==> config.mk <==
export PLATFORM = sky130hd
export DESIGN_NAME = adc_channel_conversion_control
export DESIGN_NICKNAME = d
export VERILOG_FILES = /design/src/rtl/adc_ctrl_pkg.sv /design/src/rtl/conv_if.sv /design/src/rtl/conv_sequencer.sv /design/src/rtl/adc_channel_conversion_control.sv
export SDC_FILE = /design/constraint.sdc
export NUM_CORES = 1
export LEC_CHECK = 0
export BUFFER_PORTS_ARGS = -buffer_cell sky130_fd_sc_hd__buf_2
export CORE_ASPECT_RATIO = 1.5
export CORE_MARGIN = 2
export CORE_UTILIZATION = 40
export CTS_BUF_LIST = sky130_fd_sc_hd__clkbuf_8 sky130_fd_sc_hd__clkbuf_16
export CTS_CLUSTER_SIZE = 8
export DETAILED_ROUTE_END_ITERATION = 16
export HOLD_SLACK_MARGIN = 0.06
export MAX_ROUTING_LAYER = met4
export SYNTH_ARGS = -nofsm -noshare
export SYNTH_HDL_FRONTEND = slang
export SYNTH_SLANG_ARGS = --single-unit
==> constraint.sdc <==
create_clock -name clk -period 5.55 [get_ports clk]
set_clock_uncertainty 0.2 [all_clocks]
set_input_delay 0.8325 -clock clk [delete_from_list [all_inputs] [get_ports clk]]
set_output_delay 0.8325 -clock clk [all_outputs]
set_load 0.05 [all_outputs]
==> src/rtl/adc_ctrl_pkg.sv <==
// Constants, register map and channel codes for the conversion control.
// Assumes a 50 MHz clock and an 8-bit register port.
//
// What this block does
// - Config four upper nibble bypasses attenuators of single voltage channels.
// - Bit 4 acts on 2.5 V, 5 core, 6 5 V, 7 12 V.
// - Config two bit 4 set stores each single conversion, no averaging.
// - Config two bit 5 set bypasses every voltage input attenuator.
// - Config two bit 6 set leaves round robin for single-channel mode.
// - Single-channel mode converts only the selected channel.
// - Single-channel mode converts the selected input once every 0.7 ms.
// - Single-channel select comes from bits 7:5 of fan one minimum high.
// - Select codes 000..111 map 2.5 V, core, supply, 5 V, 12 V, temps.
// - Writing the select also changes the shared fan limit byte.
// - Results are 10-bit straight binary 0..1023, nominal input gives 768.
// - Five voltage-id input levels read back in register 0x43.
// - The 12 V pin can become a sixth voltage-id input in readback.
// - Averaging on: 0.7 ms per conversion, 16 averaged before storing.
package adc_ctrl_pkg;

  localparam logic [7:0] ADDR_VALUE_BASE = 8'h20;
  localparam logic [7:0] ADDR_VOLTAGE_ID = 8'h43;
  localparam logic [7:0] ADDR_FAN1_MIN_HIGH = 8'h55;
  localparam logic [7:0] ADDR_CONFIG_TWO = 8'h73;
  localparam logic [7:0] ADDR_CONFIG_FOUR = 8'h7D;

  localparam logic [7:0] CONFIG_TWO_RESET = 8'h00;
  localparam logic [7:0] CONFIG_FOUR_RESET = 8'h00;
  localparam logic [7:0] FAN1_MIN_HIGH_RESET = 8'h00;
  localparam logic [1:0] VOLTAGE_ID_CTL_RESET = 2'h0;

  localparam int AVG_OFF_BIT = 4;
  localparam int ALL_BYPASS_BIT = 5;
  localparam int SINGLE_MODE_BIT = 6;
  localparam int BYP_2V5_BIT = 4;
  localparam int BYP_CORE_BIT = 5;
  localparam int BYP_5V_BIT = 6;
  localparam int BYP_12V_BIT = 7;
  localparam int SEL_LSB = 5;
  localparam int SEL_MSB = 7;
  localparam int THRESH_BIT = 6;
  localparam int SIXTH_ID_BIT = 7;
  localparam int ID_SIXTH_POS = 5;

  localparam logic [2:0] CH_2V5 = 3'h0;
  localparam logic [2:0] CH_CORE = 3'h1;
  localparam logic [2:0] CH_SUPPLY = 3'h2;
  localparam logic [2:0] CH_5V = 3'h3;
  localparam logic [2:0] CH_12V = 3'h4;
  localparam logic [2:0] CH_REMOTE1 = 3'h5;
  localparam logic [2:0] CH_LOCAL = 3'h6;
  localparam logic [2:0] CH_REMOTE2 = 3'h7;

  localparam int CODE_W = 10;
  localparam logic [9:0] CODE_MAX = 10'h3FF;
  localparam logic [9:0] CODE_NOMINAL = 10'h300;
  localparam int ACC_W = 14;
  localparam logic [3:0] AVG_LAST = 4'hF;

  localparam int CLK_PERIOD_NS = 20;
  localparam int CONV_TIME_NS = 700000;
  localparam int CONV_CYCLES = CONV_TIME_NS / CLK_PERIOD_NS;
  localparam int TIMER_W = 16;

endpackage

==> src/rtl/conv_if.sv <==
// Link between register side and conversion sequencer.
// Assumes both ends share clk.
`timescale 1ns/1ns
`default_nettype none
interface conv_if;
  logic start;
  logic [2:0] channel;
  logic done;
  logic [9:0] data;
  logic busy;
  logic [3:0] sampleCnt;
  logic storeEn;
  logic [2:0] storeCh;
  logic [9:0] storeVal;
  logic singleMode;
  logic avgOff;
  logic [2:0] selCh;
  logic skip12v;
  modport seq (input done, data, singleMode, avgOff, selCh, skip12v,
    output start, channel, busy, sampleCnt, storeEn, storeCh, storeVal);
  modport ctl (output done, data, singleMode, avgOff, selCh, skip12v,
    input start, channel, busy, sampleCnt, storeEn, storeCh, storeVal);
endinterface
`default_nettype wire

==> src/rtl/conv_sequencer.sv <==
// Picks channels, paces conversions and averages results.
// Assumes the converter answers each start with one done pulse.
`timescale 1ns/1ns
`default_nettype none
module conv_sequencer
  import adc_ctrl_pkg::*;
#(
  parameter int unsigned CONV_CYC = CONV_CYCLES
) (
  input wire logic clk,
  input wire logic rst_n,
  conv_if.seq cv
);
  typedef enum logic [0:0] {WAIT_S, BUSY_S} seq_state_t;

  seq_state_t state_q;
  logic [TIMER_W-1:0] timer_q;
  logic [2:0] rr_q;
  logic [2:0] ch_q;
  logic [3:0] cnt_q;
  logic [ACC_W-1:0] acc_q;
  logic start_q;
  logic storeEn_q;
  logic [9:0] storeVal_q;

  wire logic [2:0] rrPick;
  wire logic [2:0] pick;
  wire logic [ACC_W-1:0] accSum;
  wire logic lastSample;

  // Pin 21 as sixth id input has no 12 V signal to convert
  assign rrPick = (cv.skip12v && rr_q == CH_12V) ? CH_REMOTE1 : rr_q;
  assign pick = cv.singleMode ? cv.selCh : rrPick;
  assign accSum = acc_q + ACC_W'(cv.data);
  assign lastSample = cv.avgOff || cnt_q == AVG_LAST;
  assign cv.start = start_q;
  assign cv.channel = ch_q;
  assign cv.busy = state_q == BUSY_S;
  assign cv.sampleCnt = cnt_q;
  assign cv.storeEn = storeEn_q;
  assign cv.storeCh = ch_q;
  assign cv.storeVal = storeVal_q;

  always_ff @(posedge clk) begin
    if (!rst_n) begin
      state_q <= WAIT_S;
      timer_q <= '0;
      rr_q <= CH_2V5;
      ch_q <= CH_2V5;
      cnt_q <= '0;
      acc_q <= '0;
      start_q <= 1'b0;
      storeEn_q <= 1'b0;
      storeVal_q <= '0;
    end else begin
      start_q <= 1'b0;
      storeEn_q <= 1'b0;
      if (timer_q != '0) begin
        timer_q <= timer_q - TIMER_W'(1);
      end
      case (state_q)
        WAIT_S: begin
          if (timer_q == '0) begin
            start_q <= 1'b1;
            ch_q <= pick;
            timer_q <= TIMER_W'(CONV_CYC - 1);
            state_q <= BUSY_S;
            // A channel switch drops a half-built average
            if (pick != ch_q) begin
              cnt_q <= '0;
              acc_q <= '0;
            end
          end
        end
        BUSY_S: begin
          if (cv.done) begin
            state_q <= WAIT_S;
            if (lastSample) begin
              storeEn_q <= 1'b1;
              storeVal_q <= cv.avgOff ? cv.data : accSum[ACC_W-1:4];
              cnt_q <= '0;
              acc_q <= '0;
              if (!cv.singleMode) begin
                rr_q <= ch_q + 3'h1;
              end
            end else begin
              cnt_q <= cnt_q + 4'h1;
              acc_q <= accSum;
            end
          end
        end
        default: state_q <= WAIT_S;
      endcase
    end
  end
endmodule
`default_nettype wire

==> src/rtl/adc_channel_conversion_control.sv <==
// Register file and converter control for the monitoring ADC.
// Assumes converter handshake on clk; id pins are asynchronous.
`timescale 1ns/1ns
`default_nettype none
module adc_channel_conversion_control
  import adc_ctrl_pkg::*;
#(
  parameter int unsigned CONV_CYC = CONV_CYCLES
) (
  input wire logic clk,
  input wire logic rst_n,
  input wire logic [7:0] regAddr,
  input wire logic [7:0] regWrData,
  input wire logic regWrEn,
  input wire logic regRdEn,
  output logic [7:0] regRdData,
  output logic adcStart,
  output logic [2:0] adcChannel,
  input wire logic adcDone,
  input wire logic [9:0] adcData,
  output logic [4:0] attenBypass,
  input wire logic [4:0] voltageIdPins,
  input wire logic pin12vLevel,
  output logic voltageIdThreshLow,
  output logic sixthIdEnable,
  output logic [7:0] fan1MinHigh
);
  conv_if cv ();

  logic [7:0] conversionConfigTwo_q;
  logic [7:0] configFour_q;
  logic [7:0] fan1MinHigh_q;
  logic [1:0] voltageIdCtl_q;
  logic [7:0] rdData_q;
  logic [4:0] attenBypass_q;
  logic [5:0] idMeta_q;
  logic [5:0] idSync_q;
  logic [CODE_W-1:0] result_q [0:7];

  wire logic wrConfigTwo;
  wire logic wrConfigFour;
  wire logic wrFan1MinHigh;
  wire logic wrVoltageId;
  wire logic rdValue;
  wire logic allBypass;
  wire logic sixthId;
  wire logic [4:0] attenBypass_d;
  wire logic [7:0] idReadback;
  wire logic [9:0] valueSel;
  wire logic [7:0] rdMux;

  assign wrConfigTwo = regWrEn && regAddr == ADDR_CONFIG_TWO;
  assign wrConfigFour = regWrEn && regAddr == ADDR_CONFIG_FOUR;
  assign wrFan1MinHigh = regWrEn && regAddr == ADDR_FAN1_MIN_HIGH;
  assign wrVoltageId = regWrEn && regAddr == ADDR_VOLTAGE_ID;
  assign rdValue = regAddr[7:3] == ADDR_VALUE_BASE[7:3];

  assign allBypass = conversionConfigTwo_q[ALL_BYPASS_BIT];
  assign sixthId = voltageIdCtl_q[1];

  // Supply input always keeps its attenuator unless all are bypassed
  assign attenBypass_d = {5{allBypass}} |
    {configFour_q[BYP_12V_BIT], configFour_q[BYP_5V_BIT], 1'b0,
     configFour_q[BYP_CORE_BIT], configFour_q[BYP_2V5_BIT]};

  // Sixth bit reads zero while the pin measures 12 V
  assign idReadback = {voltageIdCtl_q,
    sixthId & idSync_q[ID_SIXTH_POS], idSync_q[4:0]};

  // Value registers hold the top eight bits of each code
  assign valueSel = result_q[regAddr[2:0]];
  assign rdMux = rdValue ? valueSel[CODE_W-1:2] :
    (regAddr == ADDR_VOLTAGE_ID) ? idReadback :
    (regAddr == ADDR_FAN1_MIN_HIGH) ? fan1MinHigh_q :
    (regAddr == ADDR_CONFIG_TWO) ? conversionConfigTwo_q :
    (regAddr == ADDR_CONFIG_FOUR) ? configFour_q : 8'h00;

  assign cv.done = adcDone;
  assign cv.data = adcData;
  assign cv.singleMode = conversionConfigTwo_q[SINGLE_MODE_BIT];
  assign cv.avgOff = conversionConfigTwo_q[AVG_OFF_BIT];
  assign cv.selCh = fan1MinHigh_q[SEL_MSB:SEL_LSB];
  assign cv.skip12v = sixthId;

  assign regRdData = rdData_q;
  assign adcStart = cv.start;
  assign adcChannel = cv.channel;
  assign attenBypass = attenBypass_q;
  assign voltageIdThreshLow = voltageIdCtl_q[0];
  assign sixthIdEnable = sixthId;
  assign fan1MinHigh = fan1MinHigh_q;

  conv_sequencer #(
    .CONV_CYC(CONV_CYC)
  ) u_seq (
    .clk(clk),
    .rst_n(rst_n),
    .cv(cv)
  );

  always_ff @(posedge clk) begin
    if (!rst_n) begin
      conversionConfigTwo_q <= CONFIG_TWO_RESET;
      configFour_q <= CONFIG_FOUR_RESET;
      fan1MinHigh_q <= FAN1_MIN_HIGH_RESET;
      voltageIdCtl_q <= VOLTAGE_ID_CTL_RESET;
    end else begin
      if (wrConfigTwo) begin
        conversionConfigTwo_q <= regWrData;
      end
      if (wrConfigFour) begin
        configFour_q <= regWrData;
      end
      // One byte serves both fan limit and channel select
      if (wrFan1MinHigh) begin
        fan1MinHigh_q <= regWrData;
      end
      if (wrVoltageId) begin
        voltageIdCtl_q <= {regWrData[SIXTH_ID_BIT], regWrData[THRESH_BIT]};
      end
    end
  end

  always_ff @(posedge clk) begin
    if (!rst_n) begin
      rdData_q <= 8'h00;
      attenBypass_q <= 5'h00;
      idMeta_q <= 6'h00;
      idSync_q <= 6'h00;
    end else begin
      if (regRdEn) begin
        rdData_q <= rdMux;
      end
      attenBypass_q <= attenBypass_d;
      idMeta_q <= {pin12vLevel, voltageIdPins};
      idSync_q <= idMeta_q;
    end
  end

  genvar gi;
  generate
    for (gi = 0; gi < 8; gi++) begin : g_result
      always_ff @(posedge clk) begin
        if (!rst_n) begin
          result_q[gi] <= '0;
        end else if (cv.storeEn && cv.storeCh == 3'(gi)) begin
          result_q[gi] <= cv.storeVal;
        end
      end
    end
  endgenerate

  // Helper: cycles since the previous start, for pacing checks
  logic [TIMER_W-1:0] gap_q;
  logic startSeen_q;
  always_ff @(posedge clk) begin
    if (!rst_n) begin
      gap_q <= '0;
      startSeen_q <= 1'b0;
    end else if (cv.start) begin
      gap_q <= '0;
      startSeen_q <= 1'b1;
    end else if (gap_q != '1) begin
      gap_q <= gap_q + TIMER_W'(1);
    end
  end
endmodule
`default_nettype wire

Yosys cells after proc, flatten, opt, wreduce, memory -nomap -nowiden. Memory sizes are Yosys's and may differ from the RTL's. Index checks and enable logic that the tools add are counted.

Flip-flop bits (word level): 104. Bits in writable memories: 80. Bits of input ports: 37. Output and inout bits: 27. Logic and storage cells: 134. Memories kept: 1.

Add/sub/neg operators: 4. Eq/ne operators: 18. Muxes and demuxes: 58. Bitwise gates (word level): 13. Reduce and logical (&&, ||, !) cells: 23.

Memory list: result_q (words 8, bits a word 10, read ports 1, clocked after memory_dff 0, write ports 8, RTL line adc_channel_conversion_control.sv:38) `logic [CODE_W-1:0] result_q [0:7];`.

Operators by type and width (count): $mux 10 (9); $mux 14 (4); $mux 16 (3); $mux 8 (5); $eq 8x7->1 const B (4); $mux 1 (28); $pmux 14 s2 (1); $logic_not 16->1 (1); $mux 4 (4); $reduce_bool 16->1 (1); $sub 16x1->16 const B (1); $eq 3x3->1 const B (5); $add 14x10->14 (1); $logic_and 1x1->1 (13); $reduce_and 3->1 (3); $or 1x1->1 (8); $pmux 4 s2 (1); $eq 3x2->1 const B (2); $mux 3 (2); $eq 5x3->1 const B (1); $or 5x5->5 (1); $add 4x1->4 const B (1); $eq 4x4->1 const B (1); $ne 2x1->1 const B (2); other kinds (12) (14).

Longest topological paths before layout.
Word-level depth: 8. Mapped depth: 9. Gate-level depth less buffers: 9.

Hierarchy. From an unflattened synthesis, not the netlist that was laid out.

Cell total of the unflattened synthesis: 806. Area, all modules: 8126.5 µm².

By module, submodules not included: adc_channel_conversion_control (times used 1, cells an instance 456, area each 5205.0 µm², seq. area each 2942.8 µm²); conv_sequencer (times used 1, cells an instance 350, area each 2921.6 µm², seq. area each 1061.0 µm²).

Least setup slack after synthesis. OpenSTA, ideal clock, no wires.

Kind: input-to-reg. From: input port adcData[0]. To: register u_seq.acc_q[12]. Library setup time: 120 ps. Data arrival time: 2541 ps. Data required time: 5230 ps. Path slack: 2689 ps. Cell stages on the path: 9. Buffers on the path: 0. Path through: ha_1 inv_1 fa_1 nand2b_1 a21oi_1 o31ai_2 o21bai_1 a31oi_1 a211o_1.

Word-level cells in the longest chain between the ends: 4.

Ends and longest elaborated chain: start: declaration (RTL line adc_channel_conversion_control.sv:20) `input wire logic [9:0] adcData,`; $add 14x10->14 (RTL line conv_sequencer.sv:34) `assign accSum = acc_q + ACC_W'(cv.data);`; $mux 14 (RTL line conv_sequencer.sv:78) `if (lastSample) begin`; $mux 14 (RTL line conv_sequencer.sv:76) `if (cv.done) begin`; $pmux 14 s2 (RTL line conv_sequencer.sv:61) `case (state_q)`; end signal: assignment (RTL line conv_sequencer.sv:88) `acc_q <= accSum;`; end: declaration (RTL line conv_sequencer.sv:21) `logic [ACC_W-1:0] acc_q;`.

Every way passes these cells. The select of a mux whose other input is x is not followed. A chain may end at the register's enable or synchronous reset.

Final worst setup path.
From: register conversionConfigTwo_q[6]. To: register u_seq.acc_q[13].

Word-level cells in the longest chain between the ends: 4.

Ends and longest elaborated chain: start: declaration (RTL line adc_channel_conversion_control.sv:30) `logic [7:0] conversionConfigTwo_q;`; start signal: assignment (RTL line adc_channel_conversion_control.sv:109) `conversionConfigTwo_q <= regWrData;`; $mux 3 (RTL line conv_sequencer.sv:33) `assign pick = cv.singleMode ? cv.selCh : rrPick;`; $ne 3x3->1 (RTL line conv_sequencer.sv:69) `if (pick != ch_q) begin`; $ne 2x1->1 (no line); $reduce_and 3->1 (no line).

Every way passes these cells.

==> out/qor.txt <==
status: finished clean
adder-cell share of the synthesized area: 0.03435
setup TNS: 0 ps
vias per cell: 5.425
share of layout cells above drive strength 1: 0.1622
row count: 62
vias: 5,805
synthesized area: 7869 sq um
Initial Utilization: 0.4090
CP endpoint kind: flop
chip height: 175.8 microns
vias in the first global route: 5,874
gr ovfl total: 0
Synth Area in Compound Gates: 0.1285
Yosys reg bits: 166
CTS buffer count: 17
endpoints failing hold: 0
# IOs: 64
sequential cell area: 3964 sq um
Synth Instances: 753
half-perimeter wire length after placement: 13,920 microns
final setup fails: 0
Critical Path Source Type: flop
critical path type: flop to flop
Max-cap violations: 0
CP max FO: 15
die area: 20,830 sq um
leakage power: 3.544 nW
Yosys top cell area share: 0.2595
Resized cells post-CTS: 0
Synth area leader: dfxtp_1
worst-margin pin slew: 1202 ps
required time of the worst setup path: 5670 ps
routability congestion estimate: 0.8995
Synth Net Count: 811
Syn Area/Cell: 10.45 sq um
slowest stage delay, CP: 1020 ps
gr usage total: 0.1989
PwrDens: 366.6 nW/um^2
final wirelength: 19,540 microns
Rel. slew slack: 0.1988
CP max stage cell: a221oi_2
main combinational cell family by area after synthesis: simple AND/OR/NAND/NOR gates
Post-CTS Setup Bufs: 0
ANT nets after route: 0
fin crit share: 0.5132
CTS Buffer Depth: 2
Worst EP arrival: 2970 ps
fmax: 0.3511 GHz
Peak VDD IR: 0.0001911 V
xor and xnor area share after synthesis: 0.01336
Post-synth EDFFs: 64
CTS Hold Bufs: 0
core box area: 19,240 sq um
worst path cell trace: mux2i_1, xnor2_1, nand4_1, a221oi_2, o21ai_0, o41ai_1
root cell of the clock tree: clkbuf_16
routed length per instance: 18.26 microns
CP Buf/Inv Count: 0
Area Overhead vs Synth: 13.87%
RSZ-0062 raised after global routing: no
CTS tree: done
largest cells by area after synthesis: dfxtp_1 (26%), edfxtp_1 (24%), and2_1 (6.3%), mux4_2 (4.6%), nand2_1 (3.4%)
Cell variety after synth: 72
final count of pins violating max slew: 0
total power: 3.284 mW
Initial DRC Count: 411
clock sinks: 166
cell family with most CP delay: compound AO/OA/AOI/OAI gates
pin count of the biggest net entering global routing: 53
DIE WIDTH: 118.5 microns
Worst-path clk slew: 70 ps
drt drc: 0
synth cell count leaders: dfxtp_1 (102), and2_1 (79), nand2_1 (71)
Filler Cell Count: 1,849
mux contribution to synthesized area: 0.08650
Async S/R FF share, synth: 0
first drt pass iteration count: 5
count leader, synth: dfxtp_1
minimum clock period: 2849 ps
initial antenna violation count: 0
H-tree levels: 4
first-pass GRT wire length: 31,430 microns
I/O Buffers: 63
Worst-Skew Late Latency: 430 ps
simple-gate area share of the yosys netlist: 0.2064
Main synth FF type: dfxtp_1
Synthesis Warnings: 0
NumNets Final: 859
Hold WC Path Type: flop to flop
diode count: 0
footprint of the multi-input gates: 3691 sq um
Seq/Total Area, Yosys: 0.5037
fin util: 0.4657
## cells in the final DEF (no fill, tap or decap), drive strengths merged, types with 16 or more instances in the layout
master    n
mux4     16
o21ai    35
nand2    71
ha       20
nor2     55
a21oi    33
nand3    34
mux2i    23
buf      65
clkbuf   20
inv      22
and2     79
edfxtp   64
dfxtp   102
## final timing paths
| path | endpoint | slack (ps) | startpoint | depth (start not counted) |
|---|---|---|---|---|
| min reg2reg | idSync_q[1]$_SDFF_PN0_ | 240 | idMeta_q[1]$_SDFF_PN0_ | 1 |
| max reg2reg | u_seq.acc_q[13]$_SDFFE_PN0P_ | 2700 | conversionConfigTwo_q[6]$_SDFFE_PN0P_ | 6 |
| max | u_seq.acc_q[13]$_SDFFE_PN0P_ | 2700 | conversionConfigTwo_q[6]$_SDFFE_PN0P_ | 6 |
| min | idSync_q[1]$_SDFF_PN0_ | 240 | idMeta_q[1]$_SDFF_PN0_ | 1 |
## area by class of cell
type	count	area share
clock inverters	12	0.01131
well taps	256	0.03575
inverters	14	0.005865
flip-flops and latches	166	0.4424
repair buffers	65	0.03687
clock buffers	20	0.05586
multi-input cells	537	0.4120
## sequential cells by signal, indices dropped and copies added (netlist names)
register,cells
attenBypass,5
configFour_q,8
conversionConfigTwo_q,8
fan1MinHigh,8
idMeta_q,6
idSync_q,6
regRdData,8
result_q,64
u_seq.acc_q,14
u_seq.cv.busy,1
u_seq.cv.channel,3
u_seq.cv.sampleCnt,4
u_seq.cv.start,1
u_seq.cv.storeEn,1
u_seq.cv.storeVal,8
u_seq.rr_q,3
u_seq.timer_q,16
voltageIdCtl_q,2
## report_power, final
part | internal, mW | switching (mW) | total (mW)
clock | 0.667 | 0.523 | 1.19
combinational | 0.253 | 0.404 | 0.657
sequential | 1.35 | 0.0843 | 1.44
## per-stage QoR
stage,hold slack [ps],std cells,worst slack (ps),area [sq um]
3_5_place_dp,230.1,1038,2313,8358
6_report,236.9,1070,2702,8960
3_3_place_gp,217.1,1038,2251,8358
5_1_grt,255.9,1070,2396,8960
2_1_floorplan,211.9,753,2689,7869
4_1_cts,241.1,1070,2664,8960
## cell families (layout without fill, tap and decap cells)
family	count (synthesis)	count (layout)
mux	47	47
simple gates	307	307
flops	166	166
xor+xnor	12	12
fa+ha+maj	21	21
buf+inv	50	111
compound gates	150	150
## metal layers
metal  up-vias  global-route usage  share of wire
met4         0             0.06845          0.021
li1       2851                   -              -
met3        24             0.03961          0.032
met1      2820              0.2299           0.42
met2       110              0.3434           0.52
met5         -                   -              0
(Power assumes the default switching activity.)
